## src/qsfi_pkg.sv

```systemverilog
// constants, types and decode helpers of the quad serial flash front end
// Behaviour
// - capture command, address and input bits on rising serial clock edges.
// - change output data on falling serial clock edges.
// - enter-quad command turns the four data lines into a 4-bit two-way bus.
// - after reset use single-bit link: input line 0, output line 1.
// - selection and command start only on a falling chip-enable edge.
// - single-bit mode supports read, high-speed read and identification read.
// - array holds 4 KByte sectors, eight 8 KByte and two 32 KByte blocks.
// - four 8 KByte and one 32 KByte block sit at each end.
// - 30 or 62 uniform 64 KByte blocks, by density.
// - read bursts may wrap in aligned 8, 16, 32 or 64 byte windows.
// - index jumps within the page, within the block, or to another block.
// - program or erase may be suspended to reach another block.
// - 256 bit security identifier: 64 bit factory part, 192 bit user part.
// - write lock granularity is one lock per block of each size.
// - clock idle low or high between transfers, same sampling edges.
// - after reset only read, fast read, identification and enter-quad accepted.
package qsfi_pkg;

    // ==========================================================
    // command codes
    localparam logic [7:0] OP_READ     = 8'h03;
    localparam logic [7:0] OP_HSREAD   = 8'h0B;
    localparam logic [7:0] OP_JEDEC    = 8'h9F;
    localparam logic [7:0] OP_QUAD_ON  = 8'h38;
    localparam logic [7:0] OP_RSTQ     = 8'hFF;
    localparam logic [7:0] OP_RDSR     = 8'h05;
    localparam logic [7:0] OP_BURST    = 8'hC0;
    localparam logic [7:0] OP_RDWRAP   = 8'h0C;
    localparam logic [7:0] OP_JMP_PAGE = 8'h8C;
    localparam logic [7:0] OP_JMP_BLK  = 8'h8D;
    localparam logic [7:0] OP_JMP_ANY  = 8'h8E;
    localparam logic [7:0] OP_RDSECID  = 8'h88;
    localparam logic [7:0] OP_PP       = 8'h02;
    localparam logic [7:0] OP_SE       = 8'h20;
    localparam logic [7:0] OP_BE       = 8'hD8;
    localparam logic [7:0] OP_CE       = 8'hC7;
    localparam logic [7:0] OP_WREN     = 8'h06;
    localparam logic [7:0] OP_WRDI     = 8'h04;
    localparam logic [7:0] OP_SUSP     = 8'hB0;
    localparam logic [7:0] OP_RESUME   = 8'h30;

    // ==========================================================
    // organisation and sizes
    localparam int SECTOR_SHIFT   = 12;
    localparam int PARAM_BYTES    = 8192;
    localparam int N_PARAM_END    = 4;
    localparam int HALF_BYTES     = 32768;
    localparam int BLOCK_BYTES    = 65536;
    localparam int N_BLK64_DEF    = 30;
    localparam int SECID_BYTES    = 32;
    localparam int SECID_UNIQ     = 8;
    localparam int WRAP_MIN_BYTES = 8;
    localparam int JEDEC_BYTES    = 3;
    localparam logic [1:0] BURST_RST = 2'b00;
    localparam logic       QUAD_RST  = 1'b0;
    localparam logic [3:0] OE_SPI    = 4'b0010;
    localparam logic [3:0] OE_QUAD   = 4'b1111;
    // arbitrary identification bytes
    localparam logic [23:0] ID_DEF   = 24'h5A_1234;

    // ==========================================================
    // types
    typedef enum logic [3:0] {
        K_NONE   = 4'b0000, K_READ  = 4'b0001, K_WRAP  = 4'b0010,
        K_HSREAD = 4'b0011, K_JEDEC = 4'b0100, K_STAT  = 4'b0101,
        K_WRITE  = 4'b0110, K_QUAD_ON = 4'b0111, K_RSTQ  = 4'b1000,
        K_JUMP   = 4'b1001, K_BURST = 4'b1010, K_SECID = 4'b1011
    } qsfi_kind_t;

    typedef enum logic [2:0] {
        S_IDLE = 3'b000, S_CMD = 3'b001, S_ADDR = 3'b010, S_DUMMY = 3'b011,
        S_OUT  = 3'b100, S_WIN = 3'b101, S_DROP = 3'b110
    } qsfi_state_t;

    typedef struct packed {
        logic       ok;
        logic [1:0] nadr;
        qsfi_kind_t kind;
    } qsfi_cmd_t;

    typedef struct packed {
        logic        valid;
        logic [7:0]  op;
        logic [23:0] addr;
        logic [11:0] sector;
        logic [6:0]  lock_idx;
    } qsfi_evt_t;

    // ==========================================================
    // command decode, single-bit mode accepts only the legacy set
    function automatic qsfi_cmd_t cmd_decode(input logic [7:0] op, input logic quad);
        qsfi_cmd_t c;
        c = '{1'b1, 2'd0, K_NONE};
        case (op)
            OP_READ:     c = '{1'b1, 2'd3, K_READ};
            OP_HSREAD:   c = '{1'b1, 2'd3, K_HSREAD};
            OP_JEDEC:    c = '{1'b1, 2'd0, K_JEDEC};
            OP_QUAD_ON:  c = '{1'b1, 2'd0, K_QUAD_ON};
            OP_RSTQ:     c = '{1'b1, 2'd0, K_RSTQ};
            OP_RDSR:     c = '{1'b1, 2'd0, K_STAT};
            OP_BURST:    c = '{1'b1, 2'd0, K_BURST};
            OP_RDWRAP:   c = '{1'b1, 2'd3, K_WRAP};
            OP_JMP_PAGE: c = '{1'b1, 2'd1, K_JUMP};
            OP_JMP_BLK:  c = '{1'b1, 2'd2, K_JUMP};
            OP_JMP_ANY:  c = '{1'b1, 2'd3, K_JUMP};
            OP_RDSECID:  c = '{1'b1, 2'd2, K_SECID};
            OP_PP:       c = '{1'b1, 2'd3, K_WRITE};
            OP_SE:       c = '{1'b1, 2'd3, K_NONE};
            OP_BE:       c = '{1'b1, 2'd3, K_NONE};
            OP_CE, OP_WREN, OP_WRDI, OP_SUSP, OP_RESUME: c = '{1'b1, 2'd0, K_NONE};
            default:     c.ok = 1'b0;
        endcase
        if (!quad && !(op == OP_READ || op == OP_HSREAD || op == OP_JEDEC || op == OP_QUAD_ON))
        begin
            c.ok = 1'b0;
        end
        return c;
    endfunction

    // lock slot: 0-3 bottom 8K, 4-7 top 8K, 8/9 32K ends, 10+ 64K blocks
    function automatic logic [6:0] lock_index(input logic [23:0] a, input logic [6:0] nblk);
        logic [24:0] top;
        logic [24:0] rel;
        top = 25'({nblk, 16'h0000}) + 25'(2 * BLOCK_BYTES);
        rel = top - 25'(a) - 25'h1;
        if (25'(a) < 25'(N_PARAM_END * PARAM_BYTES))
            return {5'h00, a[14:13]};
        else if (25'(a) < 25'(BLOCK_BYTES))
            return 7'h08;
        else if (rel < 25'(HALF_BYTES))
            return 7'h04 + {5'h00, a[14:13]};
        else if (rel < 25'(BLOCK_BYTES))
            return 7'h09;
        else
            return 7'(a[23:16]) + 7'h09;
    endfunction

    // next read address, wrapping inside an aligned window of mask+1 bytes
    function automatic logic [23:0] next_addr(input logic [23:0] p, input logic [23:0] mask);
        logic [23:0] inc;
        inc = p + 24'h1;
        return (p & ~mask) | (inc & mask);
    endfunction

endpackage

```

## src/qsfi_core.sv

```systemverilog
// serial command front end of a quad-capable flash device
`timescale 1ns/1ns
`default_nettype none
module qsfi_core #(
    parameter logic [6:0]  N_BLK64 = 7'(qsfi_pkg::N_BLK64_DEF),
    parameter logic [23:0] ID      = qsfi_pkg::ID_DEF
) (
    // clock and reset
    input  wire logic             i_clk,
    input  wire logic             i_rst,
    // link pins
    input  wire logic             i_ce_n,
    input  wire logic             i_sck,
    input  wire logic [3:0]       i_quad_data_lines,
    output logic      [3:0]       o_quad_data_lines,
    output logic      [3:0]       o_quad_data_lines_oe,
    // array side
    output logic      [23:0]      o_rd_addr,
    output logic                  o_rd_secid,
    input  wire logic [7:0]       i_rd_data,
    input  wire logic [7:0]       i_status,
    output qsfi_pkg::qsfi_evt_t   o_evt,
    output logic      [7:0]       o_wdata,
    output logic                  o_wvalid,
    output logic                  o_quad,
    output logic      [1:0]       o_burst
);

    // ==========================================================
    // pin synchronisers and edge detect
    logic [2:0] sck_sy_ff;
    logic [2:0] ce_sy_ff;
    logic [3:0] d_s1_ff;
    logic [3:0] d_s2_ff;
    logic       sck_rise;
    logic       sck_fall;
    logic       ce_s;
    logic       ce_fall;

    always_ff @(posedge i_clk or posedge i_rst)
    begin
        if (i_rst)
        begin
            sck_sy_ff <= 3'h0;
            ce_sy_ff  <= 3'h7;
            d_s1_ff   <= 4'h0;
            d_s2_ff   <= 4'h0;
        end
        else
        begin
            sck_sy_ff <= {sck_sy_ff[1:0], i_sck};
            ce_sy_ff  <= {ce_sy_ff[1:0], i_ce_n};
            d_s1_ff   <= i_quad_data_lines;
            d_s2_ff   <= d_s1_ff;
        end
    end

    // either idle level works: only edges inside a selection act
    assign sck_rise = sck_sy_ff[1] & ~sck_sy_ff[2];
    assign sck_fall = ~sck_sy_ff[1] & sck_sy_ff[2];
    assign ce_s     = ce_sy_ff[1];
    assign ce_fall  = ~ce_sy_ff[1] & ce_sy_ff[2];

    // ==========================================================
    // command engine
    qsfi_pkg::qsfi_state_t state_ff, nxt_state;
    qsfi_pkg::qsfi_kind_t  kind_ff, nxt_kind;
    qsfi_pkg::qsfi_evt_t   evt_ff, nxt_evt;
    qsfi_pkg::qsfi_cmd_t   c_dec;
    qsfi_pkg::qsfi_kind_t  f_kind;
    logic        quad_ff, nxt_quad;
    logic [7:0]  op_ff, nxt_op;
    logic [1:0]  nadr_ff, nxt_nadr;
    logic [2:0]  cnt_ff, nxt_cnt;
    logic [7:0]  sh_ff, nxt_sh;
    logic [23:0] addr_ff, nxt_addr;
    logic [23:0] ptr_ff, nxt_ptr;
    logic [1:0]  burst_ff, nxt_burst;
    logic [7:0]  tx_ff, nxt_tx;
    logic [3:0]  dout_ff, nxt_dout;
    logic [3:0]  oe_ff, nxt_oe;
    logic [1:0]  jidx_ff, nxt_jidx;
    logic        secid_ff, nxt_secid;
    logic [7:0]  wdata_ff, nxt_wdata;
    logic        wvalid_ff, nxt_wvalid;
    logic [7:0]  sh_n;
    logic [2:0]  cnt_n;
    logic        byte_done;
    logic        fin;
    logic [23:0] f_addr;
    logic [23:0] wmask;
    logic [7:0]  src;
    logic [7:0]  obyte;
    logic [7:0]  oshift;

    assign sh_n      = quad_ff ? {sh_ff[3:0], d_s2_ff} : {sh_ff[6:0], d_s2_ff[0]};
    assign cnt_n     = cnt_ff + (quad_ff ? 3'd4 : 3'd1);
    assign byte_done = (cnt_n == 3'd0);
    assign wmask     = (kind_ff == qsfi_pkg::K_SECID) ? 24'(qsfi_pkg::SECID_BYTES - 1)
                     : (kind_ff == qsfi_pkg::K_WRAP)
                     ? ((24'(qsfi_pkg::WRAP_MIN_BYTES) << burst_ff) - 24'h1)
                     : 24'hFF_FFFF;
    assign src       = (kind_ff == qsfi_pkg::K_JEDEC) ? ID[8'(23 - 8 * jidx_ff) -: 8]
                     : (kind_ff == qsfi_pkg::K_STAT) ? i_status : i_rd_data;
    assign obyte     = (cnt_ff == 3'd0) ? src : tx_ff;
    assign oshift    = obyte << cnt_ff;

    always_comb
    begin
        nxt_state = state_ff;   nxt_kind  = kind_ff;   nxt_quad   = quad_ff;
        nxt_op    = op_ff;      nxt_nadr  = nadr_ff;   nxt_cnt    = cnt_ff;
        nxt_sh    = sh_ff;      nxt_addr  = addr_ff;   nxt_ptr    = ptr_ff;
        nxt_burst = burst_ff;   nxt_tx    = tx_ff;     nxt_dout   = dout_ff;
        nxt_oe    = oe_ff;      nxt_jidx  = jidx_ff;   nxt_secid  = secid_ff;
        nxt_wdata = wdata_ff;   nxt_wvalid = 1'b0;
        nxt_evt   = evt_ff;
        nxt_evt.valid = 1'b0;
        c_dec  = qsfi_pkg::cmd_decode(sh_n, quad_ff);
        fin    = 1'b0;
        f_kind = kind_ff;
        f_addr = {addr_ff[15:0], sh_n};
        if (ce_s)
        begin
            nxt_state = qsfi_pkg::S_IDLE;
            nxt_oe    = 4'h0;
        end
        else if (ce_fall)
        begin
            nxt_state = qsfi_pkg::S_CMD;
            nxt_cnt   = 3'd0;
            nxt_oe    = 4'h0;
        end
        else if (sck_rise && (state_ff == qsfi_pkg::S_CMD || state_ff == qsfi_pkg::S_ADDR
                 || state_ff == qsfi_pkg::S_DUMMY || state_ff == qsfi_pkg::S_WIN))
        begin
            nxt_sh  = sh_n;
            nxt_cnt = cnt_n;
            if (byte_done)
            begin
                case (state_ff)
                    qsfi_pkg::S_CMD:
                    begin
                        nxt_op   = sh_n;
                        nxt_kind = c_dec.kind;
                        nxt_nadr = c_dec.nadr;
                        f_kind   = c_dec.kind;
                        if (!c_dec.ok)
                            nxt_state = qsfi_pkg::S_DROP;
                        else if (c_dec.nadr != 2'd0)
                            nxt_state = qsfi_pkg::S_ADDR;
                        else
                            fin = 1'b1;
                    end
                    qsfi_pkg::S_ADDR:
                    begin
                        nxt_addr = f_addr;
                        nxt_nadr = nadr_ff - 2'd1;
                        fin      = (nadr_ff == 2'd1);
                    end
                    qsfi_pkg::S_DUMMY: nxt_state = qsfi_pkg::S_OUT;
                    qsfi_pkg::S_WIN:
                    begin
                        if (kind_ff == qsfi_pkg::K_BURST)
                        begin
                            nxt_burst = sh_n[1:0];
                            nxt_state = qsfi_pkg::S_DROP;
                        end
                        else
                        begin
                            nxt_wdata  = sh_n;
                            nxt_wvalid = 1'b1;
                        end
                    end
                    default: nxt_state = qsfi_pkg::S_DROP;
                endcase
            end
        end
        else if (sck_fall && state_ff == qsfi_pkg::S_OUT)
        begin
            nxt_tx   = obyte;
            nxt_dout = quad_ff ? oshift[7:4] : {2'b00, oshift[7], 1'b0};
            nxt_oe   = quad_ff ? qsfi_pkg::OE_QUAD : qsfi_pkg::OE_SPI;
            nxt_cnt  = cnt_n;
            if (byte_done)
            begin
                nxt_ptr  = qsfi_pkg::next_addr(ptr_ff, wmask);
                nxt_jidx = (jidx_ff == 2'(qsfi_pkg::JEDEC_BYTES - 1)) ? 2'd0 : jidx_ff + 2'd1;
            end
        end
        if (fin)
        begin
            nxt_secid = 1'b0;
            nxt_state = qsfi_pkg::S_DROP;
            case (f_kind)
                qsfi_pkg::K_READ, qsfi_pkg::K_WRAP:
                begin
                    nxt_ptr   = f_addr;
                    nxt_state = qsfi_pkg::S_OUT;
                end
                qsfi_pkg::K_HSREAD:
                begin
                    nxt_ptr   = f_addr;
                    nxt_state = qsfi_pkg::S_DUMMY;
                end
                qsfi_pkg::K_SECID:
                begin
                    nxt_ptr   = f_addr & 24'(qsfi_pkg::SECID_BYTES - 1);
                    nxt_secid = 1'b1;
                    nxt_state = qsfi_pkg::S_OUT;
                end
                qsfi_pkg::K_JUMP:
                begin
                    nxt_state = qsfi_pkg::S_OUT;
                    case (op_ff)
                        qsfi_pkg::OP_JMP_PAGE: nxt_ptr = {ptr_ff[23:8], f_addr[7:0]};
                        qsfi_pkg::OP_JMP_BLK:  nxt_ptr = {ptr_ff[23:16], f_addr[15:0]};
                        default:               nxt_ptr = f_addr;
                    endcase
                end
                qsfi_pkg::K_JEDEC:
                begin
                    nxt_jidx  = 2'd0;
                    nxt_state = qsfi_pkg::S_OUT;
                end
                qsfi_pkg::K_STAT: nxt_state = qsfi_pkg::S_OUT;
                qsfi_pkg::K_QUAD_ON: nxt_quad = 1'b1;
                qsfi_pkg::K_RSTQ: nxt_quad = 1'b0;
                qsfi_pkg::K_BURST: nxt_state = qsfi_pkg::S_WIN;
                default:
                begin
                    // program, erase, suspend, resume and latch commands
                    nxt_evt.valid    = 1'b1;
                    nxt_evt.op       = (state_ff == qsfi_pkg::S_CMD) ? sh_n : op_ff;
                    nxt_evt.addr     = f_addr;
                    nxt_evt.sector   = f_addr[23:qsfi_pkg::SECTOR_SHIFT];
                    nxt_evt.lock_idx = qsfi_pkg::lock_index(f_addr, N_BLK64);
                    if (f_kind == qsfi_pkg::K_WRITE)
                        nxt_state = qsfi_pkg::S_WIN;
                end
            endcase
        end
    end

    always_ff @(posedge i_clk or posedge i_rst)
    begin
        if (i_rst)
        begin
            state_ff <= qsfi_pkg::S_IDLE;  kind_ff  <= qsfi_pkg::K_NONE;
            quad_ff  <= qsfi_pkg::QUAD_RST;  op_ff    <= 8'h00;
            nadr_ff  <= 2'd0;  cnt_ff   <= 3'd0;  sh_ff    <= 8'h00;
            addr_ff  <= 24'h00_0000;  ptr_ff   <= 24'h00_0000;
            burst_ff <= qsfi_pkg::BURST_RST;  tx_ff    <= 8'h00;
            dout_ff  <= 4'h0;  oe_ff    <= 4'h0;  jidx_ff  <= 2'd0;
            secid_ff <= 1'b0;  wdata_ff <= 8'h00;  wvalid_ff <= 1'b0;
            evt_ff   <= '0;
        end
        else
        begin
            state_ff <= nxt_state;  kind_ff  <= nxt_kind;   quad_ff   <= nxt_quad;
            op_ff    <= nxt_op;     nadr_ff  <= nxt_nadr;   cnt_ff    <= nxt_cnt;
            sh_ff    <= nxt_sh;     addr_ff  <= nxt_addr;   ptr_ff    <= nxt_ptr;
            burst_ff <= nxt_burst;  tx_ff    <= nxt_tx;     dout_ff   <= nxt_dout;
            oe_ff    <= nxt_oe;     jidx_ff  <= nxt_jidx;   secid_ff  <= nxt_secid;
            wdata_ff <= nxt_wdata;  wvalid_ff <= nxt_wvalid; evt_ff   <= nxt_evt;
        end
    end

    assign o_quad_data_lines    = dout_ff;
    assign o_quad_data_lines_oe = oe_ff;
    assign o_rd_addr            = ptr_ff;
    assign o_rd_secid           = secid_ff;
    assign o_evt                = evt_ff;
    assign o_wdata              = wdata_ff;
    assign o_wvalid             = wvalid_ff;
    assign o_quad               = quad_ff;
    assign o_burst              = burst_ff;
endmodule
`default_nettype wire

```

## config.mk

```make
export PLATFORM = sky130hd
export DESIGN_NAME = qsfi_core
export DESIGN_NICKNAME = d
export VERILOG_FILES = /design/src/qsfi_pkg.sv /design/src/qsfi_core.sv
export SDC_FILE = /design/constraint.sdc
export NUM_CORES = 1
export LEC_CHECK = 0
export BUFFER_PORTS_ARGS = -buffer_cell sky130_fd_sc_hd__buf_2
export CAP_MARGIN = 10
export CORE_UTILIZATION = 40
export DETAILED_ROUTE_END_ITERATION = 10
export PLACE_DENSITY_LB_ADDON = 0.3
export SETUP_SLACK_MARGIN = 0.05
export SYNTH_ARGS = -nofsm -noshare
export SYNTH_HDL_FRONTEND = slang
export SYNTH_SLANG_ARGS = --single-unit
```

## constraint.sdc

```tcl
create_clock -name i_clk -period 8.15 [get_ports i_clk]
set_clock_uncertainty 0.2 [all_clocks]
set_input_delay 0.815 -clock i_clk [delete_from_list [all_inputs] [get_ports i_clk]]
set_output_delay 0.815 -clock i_clk [all_outputs]
set_load 0.02 [all_outputs]
```

Word level (Yosys, flattened, before mapping):

Cells that the tools add are included.

* flip-flop bits (word level): 164
* memories: 0
* memory bits (writable): 0
* memory bits (read-only): 0
* latch bits: 0
* output and inout bits: 97
* logic and storage cells: 223

* reductions and logical operators: 39
* multiply operators: 0
* bitwise gates (word level): 14
* mux-type cells: 74
* order comparisons: 4
* equality and inequality tests: 51
* shifts and indexed selects: 3
* add/subtract/negate cells: 10
* div/mod/pow operators: 0

Operator list (count)
* two-way mux 24 bit: 8
* two-way mux 52 bit: 2
* == test 8 bit (second input constant): 12
* case mux 6 bit (14 select lines): 1
* case mux 24 bit (3 select lines): 1
* AND 24 bit: 2
* case mux 24 bit (2 select lines): 1
* two-way mux 4 bit: 11
* two-way mux 8 bit: 5
* two-way mux 3 bit: 12
* indexed part select 31 x 9 -> 8 bit (first input constant): 1
* two-way mux 7 bit: 4
* less-than comparator 25 x 16 -> 1 bit (second input constant): 1
* less-than comparator 25 x 17 -> 1 bit (second input constant): 1
* subtractor 22 x 24 -> 25 bit (first input constant): 1
* subtractor 25 x 1 -> 25 bit (second input constant): 1
* adder 24 x 1 -> 24 bit (second input constant): 1
* == test 4 x 3 -> 1 bit (second input constant): 6
* == test 4 bit (second input constant): 6
* == test 8 x 3 -> 1 bit (second input constant): 3
* == test 8 x 6 -> 1 bit (second input constant): 3
* less-than comparator 24 x 16 -> 1 bit (second input constant): 1
* less-than comparator 24 x 17 -> 1 bit (second input constant): 1
* inverter 24 bit: 1
* other kinds (47): 109

Logic depth before layout (Yosys ltp):

* word-level depth: 16
* mapped depth: 15
* depth with buffers taken out: 13

Worst setup path before layout:

OpenSTA, ideal clock, no wires.

* path type: register -> register
* from: register quad_ff, in the netlist o_quad
* to: register evt_ff, in the netlist o_evt[42]
* setup time: 128 ps
* slack: 4318 ps
* cell stages (with the launch flop): 15
* arrival time: 3505 ps
* period minus slack after synthesis: 3832 ps
* cell sequence: dfrtp_1 buf_4 inv_2 ha_1 ha_1 nor3b_1 mux2i_2 or3_1 buf_2 a41oi_1 a21o_2 nand2_2 o221ai_4 buf_4 mux2_1

* word-level cells in the longest chain between the ends: 15
* elaborated cells on any way between the ends: 61

Ends and longest elaborated chain
* start: declaration: RTL line qsfi_core.sv:71 `logic quad_ff, nxt_quad;`
* start signal: assignment: RTL line qsfi_core.sv:259 `state_ff <= nxt_state; kind_ff <= nxt_kind; quad_ff <= nxt_quad;`
* branches (longest 14 deep; another with case mux 6 bit (14 select lines))
* AND reduction 2 bit (no line) *
* end signal: assignment: RTL line qsfi_core.sv:264 `wdata_ff <= nxt_wdata; wvalid_ff <= nxt_wvalid; evt_ff <= nxt_evt;`
* end: declaration: RTL line qsfi_core.sv:68 `qsfi_pkg::qsfi_evt_t evt_ff, nxt_evt;`

Mark *: on every way between the ends.
A chain may end at the register's enable or synchronous reset.

Worst setup path after layout:

* from: register quad_ff, in the netlist o_quad
* to: register ptr_ff[8], in the netlist o_rd_addr[8]

* word-level cells in the longest chain between the ends: 15
* elaborated cells on any way between the ends: 62

Ends and longest elaborated chain
* branches (longest 15 deep; another with case mux 24 bit (3 select lines))
* end signal: assignment: RTL line qsfi_core.sv:261 `sh_ff <= nxt_sh; addr_ff <= nxt_addr; ptr_ff <= nxt_ptr;`
* end: declaration: RTL line qsfi_core.sv:77 `logic [23:0] ptr_ff, nxt_ptr;`

Parallel ways; which one is timed is not known.

==> impl_metrics.json <==
{
  "status": "finished clean",
  "netSwitchingFraction": 0.303,
  "tightest_slew_ns": 1.13,
  "overflow": 0,
  "whs_ns": 0.149,
  "yosysWarningCount": 0,
  "grt_pass1_wl_um": 33100,
  "cts_tree": "yes",
  "diodes": 0,
  "switching_power_uw": 563,
  "synth_cell_types": 89,
  "clockBufferDepth": 2,
  "finalHoldViolations": 0,
  "grt_start_max_net_pins": 86,
  "fp.dieW_um": 145,
  "postSynthAreaPerCell_sq_um": 9.42,
  "cp_cell_sequence": "inv_2 > ha_1 > ha_1 > xnor2_1 > mux2i_2 > or3_1 > a41oi_1 > a21o_2 > nor3_4 > o21ai_0 > a21o_1",
  "drive_above_1_share": 0.220,
  "ant_nets": 0,
  "cpPeakStageDelay_ns": 0.83,
  "min_path_type": "flip-flop to flip-flop",
  "drc": 0,
  "routabilityCongestion": 0.921,
  "die_area_sq_um": 21000,
  "htreeDepth": 4,
  "final_nets": 984,
  "grt_pass1_vias": 6096,
  "cp_common_cell": "ha_1",
  "final_common_cell": "dfrtp_1",
  "fill_cells": 1873,
  "first_iter_violations": 512,
  "cts_sinks": 150,
  "synth_seq_cells": 150,
  "power_density_nw_per_um2": 197,
  "drt-vias-per-instance": 5.52,
  "cp_data_required_time_ns": 8.27,
  "grt_antenna_before_repair": 0,
  "p_clk_frac": 0.442,
  "end_kind": "flip-flop",
  "cts-root-buf": "clkbuf_16",
  "rsz0062_at_grt": "false",
  "syn_nets": 898,
  "wl_um": 21000,
  "insertion_delay_ns": 0.43,
  "numCtsBuffers": 17,
  "syn_area_sq_um": 8170,
  "synth_ff_type": "dfrtp_1",
  "grt_usage": 0.208,
  "setup_viol": 0,
  "p_seq_frac": 0.440,
  "worstPathArrival_ns": 4.78,
  "max_freq_mhz": 215,
  "io_buffers": 120,
  "total_leakage_power_nw": 4.51,
  "drv_slew": 0,
  "clk_pin_slew_ns": 0.07,
  "syn_inst": 867,
  "cp_slowest_cell": "nor3_4",
  "ys_seq_area_frac": 0.460,
  "critPathKind": "flip-flop to flip-flop",
  "wl_per_cell_um": 17.1,
  "fin_crit_ns": 4.66,
  "initial_core_util": 0.414,
  "cts_setup_buffers": 0,
  "cts_resized": 0,
  "combPwrFrac": 0.118,
  "vias": 6792,
  "drv_cap": 0,
  "ios": 121,
  "synthArstFlopShare": 1.00,
  "synth_edf_count": 0,
  "fin_setup_tns_ns": 0,
  "hpwl_um": 14700,
  "hold_buffers": 0,
  "rows": 51,
  "post-route-period-util": 0.572,
  "syn_to_final_growth_pct": 15.7,
  "die_y_um": 145,
  "dr.pass1.iters": 5,
  "layout_common_cells": "dfrtp_1 (147), nand2_1 (138), buf_2 (120), o21ai_0 (77), nor2_1 (63)",
  "relSlewSlack": 0.247,
  "p_int_mw": 1.29,
  "core_area_sq_um": 19700,
  "ir_worst_vdd_v": 0.000142,
  "path_max_fanout": 26,
  "startpoint_type": "flip-flop"
}
==> critical path, delay by kind of cell, from the launching register on <==
| kind | cells | cell delay [ns] |
|---|---|---|
| xor+xnor | 1 | 0.29 |
| mux | 1 | 0.60 |
| buf+inv | 1 | 0.18 |
| simple gates | 2 | 1.41 |
| compound gates | 4 | 0.92 |
| fa+ha+maj | 2 | 0.43 |
| flops | 1 | 0.50 |
==> synth_stat cells (8+ instances only) <==
master | number | area share
dfrtp_1 | 147 | 0.45
nand2_1 | 138 | 0.063
o21ai_0 | 77 | 0.047
nor2_1 | 63 | 0.029
a21oi_1 | 50 | 0.031
clkbuf_1 | 22 | 0.010
nand3_1 | 22 | 0.013
inv_1 | 19 | 0.0087
buf_4 | 18 | 0.017
nor3_1 | 18 | 0.011
buf_2 | 17 | 0.010
mux2i_1 | 15 | 0.018
nand4_1 | 15 | 0.011
mux2_2 | 14 | 0.019
a21o_1 | 12 | 0.011
and3_1 | 12 | 0.0092
mux2_1 | 12 | 0.017
xnor2_1 | 10 | 0.011
a211oi_1 | 9 | 0.0083
a2bb2oi_1 | 8 | 0.0086
a31oi_1 | 8 | 0.0061
nand3b_1 | 8 | 0.0074
nor3b_1 | 8 | 0.0074
==> flip-flops by register name, indices dropped and copies added (netlist names), 2 cells and up <==
name	flops
d_s2_ff	4
ce_sy_ff	3
o_evt	40
o_wdata	8
sck_sy_ff	3
nadr_ff	2
cnt_ff	3
addr_ff	16
tx_ff	8
state_ff	3
kind_ff	4
d_s1_ff	4
o_burst	2
jidx_ff	2
sh_ff	7
o_quad_data_lines	4
op_ff	8
o_quad_data_lines_oe	2
o_rd_addr	24
==> power by group through the flow <==
stage	Clock, mW	Combinational (mW)	Sequential, mW
2_1_floorplan	0	0.167	0.810
3_3_place_gp	0	0.215	0.830
3_5_place_dp	0	0.217	0.830
4_1_cts	0.844	0.218	0.816
5_1_grt	0.871	0.240	0.822
6_report	0.822	0.219	0.817
==> area by class of cell <==
class | instances | area (sq um) | share of cell area
Multi-Input combinational cell | 637 | 4000 | 0.424
Clock inverter | 15 | 200 | 0.0212
Inverter | 20 | 80.1 | 0.00847
Timing Repair Buffer | 127 | 653 | 0.0691
Tap cell | 265 | 332 | 0.0351
Sequential cell | 150 | 3760 | 0.398
Clock buffer | 17 | 425 | 0.0450
==> path summary, 6_finish.rpt <==
path                                       to  startpoint  cells past startpoint  slack (ns)
worst max-delay path             o_rd_addr[8]      o_quad                     11        3.49
worst min-delay path               d_s2_ff[1]  d_s1_ff[1]                      0        0.15
worst max register to register   o_rd_addr[8]      o_quad                     11        3.49
worst min register to register     d_s2_ff[1]  d_s1_ff[1]                      0        0.15
max in group asynchronous       o_rd_addr[22]       i_rst                      3        6.07
min in group asynchronous          d_s1_ff[1]       i_rst                      2        0.34
==> stage by stage <==
step | total power [mW] | instances | worst slack [ns] | utilization | cell area (sq um)
after CTS | 1.88 | 1231 | 3.51 | 0.479 | 9450
final | 1.86 | 1231 | 3.49 | 0.479 | 9450
after detailed placement | 1.05 | 1199 | 3.54 | 0.448 | 8830
after floorplan | 0.977 | 867 | 3.10 | - | 8170
after global placement | 1.05 | 1199 | 3.60 | 0.448 | 8830
after global routing | 1.93 | 1231 | 3.17 | 0.479 | 9450
==> kinds of logic (layout without fill, tap and decap cells) <==
family / count (synthesis) / in the layout / share of synthesized area
DFF: 150 / 150 / 0.460
muxes: 47 / 47 / 0.0677
adders and majority gates: 7 / 7 / 0.0107
and+or+nand+nor: 341 / 341 / 0.210
buffers and inverters: 80 / 179 / 0.0496
xor gates and xnor gates: 14 / 14 / 0.0150
AOI/OAI and AO/OA: 228 / 228 / 0.187
==> layer usage <==
layer	wire, um	GRT usage	vias up	part of all wire
met1	9560	0.275	3282	0.45
met4	212	0.0632	0	0.010
met3	993	0.0352	20	0.047
li1	-	-	3283	-
met5	0	0	-	0
met2	10300	0.346	207	0.49
Note: power is estimated with default switching activity, not from simulation.
